==> src/logic/eepfe_pkg.sv <==
// Purpose: Shared constants and types of the EEPROM two-wire front end.
// Assumes: One 200 MHz clock; bus lines sampled as plain inputs.
// Notes:   Counts are in bits of a byte, bytes of a page, pages of the array or bytes of the buffer.
package eepfe_pkg;
    // Byte framing
    localparam logic [3:0] EEPFE_BYTE_BITS = 4'h8;
    // Array layout
    localparam int EEPFE_PAGE_BYTES = 8;
    localparam int EEPFE_PAGES_1K = 16;
    localparam int EEPFE_PAGES_2K = 32;
    // Data path buffer
    localparam int EEPFE_FIFO_DEPTH = 4;
    // Input reset values: both bus lines idle high, straps low
    localparam logic [4:0] EEPFE_PIN_RST = 5'h18;

    typedef enum logic [2:0] {
        ST_IDLE   = 3'b000,
        ST_RX     = 3'b001,
        ST_RX_ACK = 3'b010,
        ST_TX     = 3'b011,
        ST_TX_ACK = 3'b100
    } eepfe_state_type;

    typedef enum logic [1:0] {
        KIND_DEV   = 2'b00,
        KIND_WADDR = 2'b01,
        KIND_DATA  = 2'b10
    } eepfe_kind_type;
endpackage

==> src/logic/eepfe_sync.sv <==
// Purpose: Three-stage synchroniser with agreement filter per input bit.
// Assumes: Inputs are asynchronous to i_clk.
// Notes:   A level moves only when stages two and three agree.
`timescale 1ns/1ps
module eepfe_sync #(
    parameter int W = 1,
    parameter logic [W-1:0] RST_VAL = '0
) (
    // Clock and reset
    input wire logic i_clk,
    input wire logic i_sys_rst,
    // Raw and filtered levels
    input wire logic [W-1:0] i_async,
    output logic [W-1:0] o_level
);
    typedef struct packed {
        logic [W-1:0] s1;
        logic [W-1:0] s2;
        logic [W-1:0] s3;
        logic [W-1:0] lvl;
    } eepfe_sync_type;

    eepfe_sync_type st_ff;
    eepfe_sync_type nxt_st;

    always_comb begin
        nxt_st = st_ff;
        nxt_st.s1 = i_async;
        nxt_st.s2 = st_ff.s1;
        nxt_st.s3 = st_ff.s2;
        // One-sample spikes never reach the level
        for (int i = 0; i < W; i++) begin
            if (st_ff.s2[i] == st_ff.s3[i]) begin
                nxt_st.lvl[i] = st_ff.s2[i];
            end
        end
    end

    always_ff @(posedge i_clk) begin
        if (i_sys_rst) begin
            st_ff <= {RST_VAL, RST_VAL, RST_VAL, RST_VAL};
        end else begin
            st_ff <= nxt_st;
        end
    end

    assign o_level = st_ff.lvl;
endmodule // eepfe_sync

==> src/logic/eepfe_fifo.sv <==
// Purpose: Small shift FIFO; the head word always sits in slot zero.
// Assumes: Single clock; push and pop may coincide.
// Notes:   Outputs come straight from flip-flops.
`timescale 1ns/1ps
module eepfe_fifo #(
    parameter int WIDTH = 8,
    parameter int DEPTH = 4
) (
    // Clock and reset
    input wire logic i_clk,
    input wire logic i_sys_rst,
    // Fill side
    input wire logic i_wr_valid,
    input wire logic [WIDTH-1:0] i_wr_data,
    output logic o_wr_ready,
    // Drain side
    output logic o_rd_valid,
    output logic [WIDTH-1:0] o_rd_data,
    input wire logic i_rd_ready
);
    localparam int CW = $clog2(DEPTH + 1);

    typedef struct packed {
        logic [DEPTH-1:0][WIDTH-1:0] mem;
        logic [CW-1:0] count;
        logic valid;
        logic ready;
    } eepfe_fifo_type;

    eepfe_fifo_type st_ff;
    eepfe_fifo_type nxt_st;

    always_comb begin
        logic pop;
        logic push;
        logic [CW-1:0] cnt;
        nxt_st = st_ff;
        pop = st_ff.valid && i_rd_ready;
        push = i_wr_valid && st_ff.ready;
        cnt = st_ff.count;
        if (pop) begin
            for (int i = 0; i < DEPTH - 1; i++) begin
                nxt_st.mem[i] = st_ff.mem[i + 1];
            end
            cnt = cnt - CW'(1);
        end
        if (push) begin
            nxt_st.mem[cnt] = i_wr_data;
            cnt = cnt + CW'(1);
        end
        nxt_st.count = cnt;
        nxt_st.valid = (cnt != '0);
        nxt_st.ready = (cnt != CW'(DEPTH));
    end

    always_ff @(posedge i_clk) begin
        if (i_sys_rst) begin
            st_ff <= '0;
            st_ff.ready <= 1'b1;
        end else begin
            st_ff <= nxt_st;
        end
    end

    assign o_wr_ready = st_ff.ready;
    assign o_rd_valid = st_ff.valid;
    assign o_rd_data = st_ff.mem[0];
endmodule // eepfe_fifo

==> src/logic/eepfe_top.sv <==
// Purpose: Two-wire slave front end of a small paged serial EEPROM.
// Assumes: SCL, SDA and straps are asynchronous pins; the write-cycle
//          sequencer and array sit outside and talk through ports.
// Notes:   SDA is open drain: o_sda_oe high pulls the line low.
// Contract
// - Sample SDA on SCL rise; change own SDA only after SCL fall.
// - Bytes move most significant bit first.
// - Eight clocks per byte plus a ninth acknowledge clock, no gaps.
// - SDA falling with SCL high is Start; it wakes and begins a command.
// - Watch for Start always; ignore the bus until one is seen.
// - SDA rising with SCL high is Stop; transfer ends, Standby follows.
// - Repeated Start ends the transfer and begins a new command.
// - Bus is idle only while SCL and SDA are both high.
// - No byte limit between Start and Stop.
// - Transmitter releases after eighth fall; receiver holds low ninth high.
// - Receiver releases SDA at the end of the ninth clock.
// - Master high in ninth clock after device byte: release, Standby.
// - Standby after power-up, plain Stop, write-cycle end, address mismatch.
// - Array holds 8-byte pages: 16 or 32 of them.
// - Upper nibble of first byte is compared with the type identifier.
// - Address bits 3..1 match three straps; floating strap reads zero.
// - Address bit 0 high means read, low means write.
// - Acknowledge a matching address byte; not a failing one.
// - Word address byte follows; bit 7 ignored on the small variant.
// - No address acknowledge while an internal write cycle runs.
`timescale 1ns/1ps
module eepfe_top
    import eepfe_pkg::*;
#(
    parameter bit MEM_2KBIT = 1'b1,
    // Device type identifier; value arbitrary
    parameter logic [3:0] TYPE_ID = 4'h5,
    parameter int FIFO_DEPTH = EEPFE_FIFO_DEPTH
) (
    // Clock and reset
    input wire logic i_clk,
    input wire logic i_sys_rst,
    // Two-wire bus
    input wire logic i_scl,
    input wire logic i_sda_in,
    output logic o_sda_out,
    output logic o_sda_oe,
    // Address straps
    input wire logic i_strap_addr_hi,
    input wire logic i_strap_addr_mid,
    input wire logic i_strap_addr_lo,
    // Internal write cycle status
    input wire logic i_wr_cycle_busy,
    // Read data for the master
    input wire logic [7:0] i_tx_data,
    output logic o_tx_taken,
    // Received data stream
    output logic o_rx_valid,
    output logic [7:0] o_rx_data,
    input wire logic i_rx_ready,
    // Transfer status
    output logic o_start,
    output logic o_stop,
    output logic o_rw,
    output logic [7:0] o_word_addr,
    output logic o_word_addr_valid,
    output logic o_host_nack,
    output logic o_standby,
    output logic o_bus_idle
);
    localparam int PAGES = MEM_2KBIT ? EEPFE_PAGES_2K : EEPFE_PAGES_1K;
    localparam int ARRAY_BYTES = EEPFE_PAGE_BYTES * PAGES;
    localparam logic [7:0] WADDR_MASK = 8'(ARRAY_BYTES - 1);

    typedef struct packed {
        eepfe_state_type state;
        eepfe_kind_type kind;
        logic [3:0] cnt;
        logic [7:0] rx_sh;
        logic [7:0] tx_sh;
        logic rw;
        logic [7:0] waddr;
        logic mnack;
        logic scl_prev;
        logic sda_prev;
        logic sda_oe;
        logic standby;
        logic bus_idle;
        logic start_p;
        logic stop_p;
        logic tx_taken_p;
        logic host_nack_p;
        logic waddr_p;
        logic push;
    } eepfe_core_type;

    eepfe_core_type st_ff;
    eepfe_core_type nxt_st;

    logic [4:0] pins;
    logic scl_q;
    logic sda_q;
    logic [2:0] strap_q;
    logic fifo_wr_ready;

    eepfe_sync #(
        .W(5),
        .RST_VAL(EEPFE_PIN_RST)
    ) u_sync (
        .i_clk(i_clk),
        .i_sys_rst(i_sys_rst),
        .i_async({i_scl, i_sda_in, i_strap_addr_hi, i_strap_addr_mid,
            i_strap_addr_lo}),
        .o_level(pins)
    );

    assign scl_q = pins[4];
    assign sda_q = pins[3];
    assign strap_q = pins[2:0];

    eepfe_fifo #(
        .WIDTH(8),
        .DEPTH(FIFO_DEPTH)
    ) u_fifo (
        .i_clk(i_clk),
        .i_sys_rst(i_sys_rst),
        .i_wr_valid(st_ff.push),
        .i_wr_data(st_ff.rx_sh),
        .o_wr_ready(fifo_wr_ready),
        .o_rd_valid(o_rx_valid),
        .o_rd_data(o_rx_data),
        .i_rd_ready(i_rx_ready)
    );

    logic scl_rise;
    logic scl_fall;
    logic start_ev;
    logic stop_ev;
    logic ev_ok;
    logic addr_hit;
    logic dev_decide;

    assign scl_rise = scl_q && !st_ff.scl_prev;
    assign scl_fall = !scl_q && st_ff.scl_prev;
    // SCL must stay high across the SDA edge
    assign start_ev = scl_q && st_ff.scl_prev && st_ff.sda_prev
        && !sda_q;
    assign stop_ev = scl_q && st_ff.scl_prev && !st_ff.sda_prev
        && sda_q;
    assign ev_ok = !start_ev && !stop_ev;
    // Straps float low at the pad, so the sampled level already reads 0
    assign addr_hit = (st_ff.rx_sh[7:4] == TYPE_ID)
        && (st_ff.rx_sh[3:1] == strap_q);
    assign dev_decide = st_ff.state == ST_RX && st_ff.kind == KIND_DEV
        && st_ff.cnt == EEPFE_BYTE_BITS && scl_fall && ev_ok;

    always_comb begin
        nxt_st = st_ff;
        nxt_st.scl_prev = scl_q;
        nxt_st.sda_prev = sda_q;
        nxt_st.start_p = 1'b0;
        nxt_st.stop_p = 1'b0;
        nxt_st.tx_taken_p = 1'b0;
        nxt_st.host_nack_p = 1'b0;
        nxt_st.waddr_p = 1'b0;
        nxt_st.push = 1'b0;
        nxt_st.bus_idle = scl_q && sda_q;
        if (start_ev) begin
            // Start wins in every state, so a repeated one restarts
            nxt_st.state = ST_RX;
            nxt_st.kind = KIND_DEV;
            nxt_st.cnt = 4'h0;
            nxt_st.sda_oe = 1'b0;
            nxt_st.start_p = 1'b1;
        end else if (stop_ev) begin
            nxt_st.state = ST_IDLE;
            nxt_st.sda_oe = 1'b0;
            nxt_st.stop_p = 1'b1;
        end else begin
            unique case (st_ff.state)
                ST_IDLE: begin
                    nxt_st.sda_oe = 1'b0;
                end
                ST_RX: begin
                    if (scl_rise) begin
                        nxt_st.rx_sh = {st_ff.rx_sh[6:0], sda_q};
                        nxt_st.cnt = st_ff.cnt + 4'h1;
                    end else if (scl_fall && st_ff.cnt == EEPFE_BYTE_BITS)
                    begin
                        unique case (st_ff.kind)
                            KIND_DEV: begin
                                if (addr_hit && !i_wr_cycle_busy) begin
                                    nxt_st.sda_oe = 1'b1;
                                    nxt_st.rw = st_ff.rx_sh[0];
                                    nxt_st.state = ST_RX_ACK;
                                end else begin
                                    nxt_st.state = ST_IDLE;
                                end
                            end
                            KIND_WADDR: begin
                                nxt_st.sda_oe = 1'b1;
                                nxt_st.waddr = st_ff.rx_sh & WADDR_MASK;
                                nxt_st.waddr_p = 1'b1;
                                nxt_st.state = ST_RX_ACK;
                            end
                            KIND_DATA: begin
                                // A full buffer refuses the byte by NACK
                                nxt_st.sda_oe = fifo_wr_ready;
                                nxt_st.push = fifo_wr_ready;
                                nxt_st.state = ST_RX_ACK;
                            end
                            default: begin
                                nxt_st.state = ST_IDLE;
                            end
                        endcase
                    end
                end
                ST_RX_ACK: begin
                    if (scl_fall) begin
                        nxt_st.sda_oe = 1'b0;
                        nxt_st.cnt = 4'h0;
                        if (st_ff.kind == KIND_DEV && st_ff.rw) begin
                            nxt_st.tx_sh = i_tx_data;
                            nxt_st.sda_oe = !i_tx_data[7];
                            nxt_st.tx_taken_p = 1'b1;
                            nxt_st.state = ST_TX;
                        end else begin
                            // Data bytes loop with no count limit
                            nxt_st.state = ST_RX;
                            nxt_st.kind = (st_ff.kind == KIND_DEV)
                                ? KIND_WADDR : KIND_DATA;
                        end
                    end
                end
                ST_TX: begin
                    if (scl_rise) begin
                        nxt_st.cnt = st_ff.cnt + 4'h1;
                    end else if (scl_fall) begin
                        if (st_ff.cnt == EEPFE_BYTE_BITS) begin
                            nxt_st.sda_oe = 1'b0;
                            nxt_st.mnack = 1'b1;
                            nxt_st.state = ST_TX_ACK;
                        end else begin
                            nxt_st.tx_sh = {st_ff.tx_sh[6:0], 1'b0};
                            nxt_st.sda_oe = !st_ff.tx_sh[6];
                        end
                    end
                end
                ST_TX_ACK: begin
                    if (scl_rise) begin
                        nxt_st.mnack = sda_q;
                    end else if (scl_fall) begin
                        nxt_st.cnt = 4'h0;
                        if (st_ff.mnack) begin
                            nxt_st.state = ST_IDLE;
                            nxt_st.host_nack_p = 1'b1;
                        end else begin
                            nxt_st.tx_sh = i_tx_data;
                            nxt_st.sda_oe = !i_tx_data[7];
                            nxt_st.tx_taken_p = 1'b1;
                            nxt_st.state = ST_TX;
                        end
                    end
                end
                default: begin
                    nxt_st.state = ST_IDLE;
                    nxt_st.sda_oe = 1'b0;
                end
            endcase
        end
        // Standby also holds off until a running write cycle ends
        nxt_st.standby = (nxt_st.state == ST_IDLE)
            && !i_wr_cycle_busy;
    end

    always_ff @(posedge i_clk) begin
        if (i_sys_rst) begin
            st_ff <= '0;
            st_ff.scl_prev <= 1'b1;
            st_ff.sda_prev <= 1'b1;
            st_ff.standby <= 1'b1;
        end else begin
            st_ff <= nxt_st;
        end
    end

    assign o_sda_out = 1'b0;
    assign o_sda_oe = st_ff.sda_oe;
    assign o_tx_taken = st_ff.tx_taken_p;
    assign o_start = st_ff.start_p;
    assign o_stop = st_ff.stop_p;
    assign o_rw = st_ff.rw;
    assign o_word_addr = st_ff.waddr;
    assign o_word_addr_valid = st_ff.waddr_p;
    assign o_host_nack = st_ff.host_nack_p;
    assign o_standby = st_ff.standby;
    assign o_bus_idle = st_ff.bus_idle;
endmodule // eepfe_top

==> config.mk <==
export PLATFORM = sky130hd
export DESIGN_NAME = eepfe_top
export DESIGN_NICKNAME = d
export VERILOG_FILES = /design/src/logic/eepfe_pkg.sv /design/src/logic/eepfe_sync.sv /design/src/logic/eepfe_fifo.sv /design/src/logic/eepfe_top.sv
export SDC_FILE = /design/constraint.sdc
export NUM_CORES = 1
export LEC_CHECK = 0
export BUFFER_PORTS_ARGS = -buffer_cell sky130_fd_sc_hd__buf_2
export CAP_MARGIN = 5
export CORE_ASPECT_RATIO = 1.1
export CORE_MARGIN = 4
export CORE_UTILIZATION = 59
export CTS_CLUSTER_DIAMETER = 100
export DETAILED_ROUTE_END_ITERATION = 10
export GPL_TIMING_DRIVEN = 0
export HOLD_SLACK_MARGIN = 0.08
export PLACE_DENSITY_LB_ADDON = 0.15
export SLEW_MARGIN = 10
export SYNTH_ARGS = -nofsm -noshare
export SYNTH_HDL_FRONTEND = slang
export SYNTH_SLANG_ARGS = --single-unit
==> constraint.sdc <==
create_clock -name i_clk -period 2.4 [get_ports i_clk]
set_input_delay 0.24 -clock i_clk [delete_from_list [all_inputs] [get_ports i_clk]]
set_output_delay 0.24 -clock i_clk [all_outputs]
set_load 0.01 [all_outputs]
==> results_dict.tcl <==
set metrics [dict create \
    status "finished, final reports clean" \
    synthTopCellsByCount "dfxtp_1, nand2_1, nand3_1" \
    synthCells 543 \
    multi_input_area_sq_um 2160 \
    synth_cell_type_count 52 \
    cp_slowest_stage_delay_ps 350 \
    n_antenna_cell 0 \
    crit_type "reg -> reg" \
    detail_route.wl_per_cell_microns 14.4 \
    period_needed_ps 2250 \
    synth_async_sr_flop_share_pct 0 \
    dp_hpwl_microns 7400 \
    insertion_delay_ps 370 \
    finalMaxSlewViolations 0 \
    synth-seq-cells 102 \
    regArea_sq_um 2040 \
    clk_pin_slew_ps 110 \
    period_share_pct 93.6 \
    ir_worst_vdd_uv 495 \
    start_util_pct 60.7 \
    cts.path.max_buffers 2 \
    placed_area_sq_um 4870 \
    dieArea_sq_um 9150 \
    io_pins 44 \
    grt_usage_pct 23.2 \
    synth.most_common_cell "dfxtp_1" \
    crit_slowest_cell "dfxtp_1" \
    fill_cells 611 \
    rr_worst_depth 9 \
    finalSetupViolations 0 \
    endpoint_kind "flip-flop" \
    worst_pin_slew_ps 572 \
    p_per_area_nw_per_um2 624 \
    max_cap_violations 0 \
    hold_violations 0 \
    drtPass1Iterations 5 \
    drt_wl_total_microns 10300 \
    die-height_microns 99.9 \
    grt_max_degree 19 \
    synth-edff-count 0 \
    setup_slack_ps 153 \
    synth_fp_nets 572 \
    grt_pass1_wl_microns 17200 \
    synth.top_cell.area_share_pct 45.0 \
    routabilityCongestion 0.928 \
    p_leak_nw 2.05 \
    reg2reg_slack_ps 150 \
    dp_cells 689 \
    dieWidth_microns 91.6 \
    setup_tns_ps 0 \
    cts_root_buf "clkbuf_8" \
    crit_arrival_ps 2520 \
    min_from "i_tx_data[0]" \
    core_sq_um 7470 \
    worstHoldPathType "in -> reg" \
    antenna_left 0 \
    rows 33 \
    cp_max_fo 10 \
    synthTopCellsByArea "dfxtp_1, nand3_1, nand2_1, a311oi_1, a21oi_1" \
    worstPathBufferInverterCount 3 \
    dp_slack_ps -214 \
    r2r_end "u_fifo.st_ff[16]" \
    crit_path_cell_trace "buf_2, nand2_2, xnor2_4, inv_1, ha_1, nand3_1, clkbuf_4, nor2_1, a311oi_1" \
    synth.cell_area_sq_um 4530 \
    setup.worst_path.start_class "flip-flop" \
    drive_gt1_share_pct 18.8 \
    drt_iter0_drc 141 \
    cts_tree "done" \
    ys_seq_area_share_pct 45.0 \
    antenna_found_initial 0 \
    synth_top_cell_by_area "dfxtp_1" \
    final_cells 713 \
    crit_family "buffers and inverters" \
    h-tree-depth 3 \
    numCtsBuffers 9 \
    vias 3938 \
    synth_ff_type "dfxtp_1" \
    hold_depth 3 \
    grt-ovfl-total 0 \
    r2r-start "u_fifo.o_rd_valid" \
    max_slew_margin_pct 61.9 \
    ys_warn_count 0 \
    syn2layout_area_growth_pct 14.2 \
    rsz0062_at_grt "false" \
    design_area_sq_um 5180 \
    drcViolationCount 0 \
    skew_ps 10.3 \
    nets 632 \
    port_buffers 41 \
    avgViaCountPerCell 5.52 \
    fmax_ghz 0.445 \
    cp.required_ps 2670 \
    grt_pass1_vias 3808 \
    cts.sinks 102 \
    min_to "st_ff[21]" \
    syn_avg_cell_area_sq_um 8.35 \
]
[placed cells by master (no fill, tap or decap), types with 7 or more instances in the layout]
master and count:
nor2b_1 14, clkbuf_1 26, ha_1 12, a21oi_1 38, buf_4 21, clkbuf_8 11
nand2_1 74, nand3_1 63, or2_2 9, a311oi_1 31, o21ai_0 11, xor2_1 7
nor2_1 49, nor3_1 8, buf_2 50, inv_1 10, dfxtp_1 102
[power by group]
group	switching, mW	internal, mW	total [mW]
combinational	0.253	0.152	0.405
clock	0.622	0.456	1.08
sequential	0.0192	1.73	1.75
total	0.894	2.34	3.23
[how the worst max path moves through the flow]
stage	endpoint	start	cells after the start
after detailed placement	u_fifo.o_rd_valid	u_fifo.o_rd_valid	9
after CTS	u_fifo.o_rd_valid	u_fifo.o_rd_valid	9
after floorplan	u_fifo.o_rd_valid	u_fifo.o_rd_valid	9
final	u_fifo.st_ff[16]	u_fifo.o_rd_valid	9
after global routing	u_fifo.st_ff[16]	u_fifo.o_rd_valid	9
after global placement	u_fifo.o_rd_valid	u_fifo.o_rd_valid	9
[metrics by stage]
stage          utilization, %  power (mW)  hold slack, ps
2_1_floorplan               -        2.02             344
3_3_place_gp             65.2        2.11             394
3_5_place_dp             65.2        2.12             401
4_1_cts                  68.8        3.21             111
5_1_grt                  69.3        3.36             126
6_report                 69.3        3.23             123
[metal layers]
layer	part of all wire (%)	GRT usage, %	vias to the layer above
met2	51	42.4	106
met3	4.9	3.97	16
met1	42	26.6	1837
li1	-	-	1979
met4	2.2	9.74	0
met5	0	0	-
[worst reg2reg max path: cells and delay by family, from the launching register on]
kind            cells  cell delay [ps]
compound gates      1              300
xor+xnor            1              260
fa+ha+maj           1              200
buf+inv             3              560
flops               1              350
simple gates        3              480
[cells by family after synthesis]
group	synth area share (%)
compound gates	14.4
fa+ha+maj	3.31
buf+inv	8.11
mux	0.662
xor+xnor	2.10
other cells	0.0827
flops	45.0
simple gates	26.3
[layout make-up]
class | count | area share (%)
Buffer | 60 | 6.43
Tap cell | 105 | 2.54
Sequential cell | 102 | 39.4
Timing Repair Buffer | 49 | 5.36
Clock inverter | 5 | 0.918
Clock buffer | 11 | 2.92
Multi-Input combinational cell | 371 | 41.7
Inverter | 10 | 0.725
[timing repair]
item | in CTS | in global routing
setup buffers | 0 | 3
gates resized for setup | 5 | 3
pin swaps | 0 | 1
endpoints found under the setup margin | 17 | 12
hold buffers | 5 | 0
endpoints found under the hold margin | 5 | 0
[state kept, by name, indices dropped and copies added, names as in the netlist, 5 cells and up]
name              count
u_sync.nxt_st        10
u_sync.o_level        5
o_word_addr           8
u_sync.st_ff          5
u_fifo.st_ff         27
st_ff                28
u_fifo.o_rd_data      8
(Power assumes the default switching activity.)
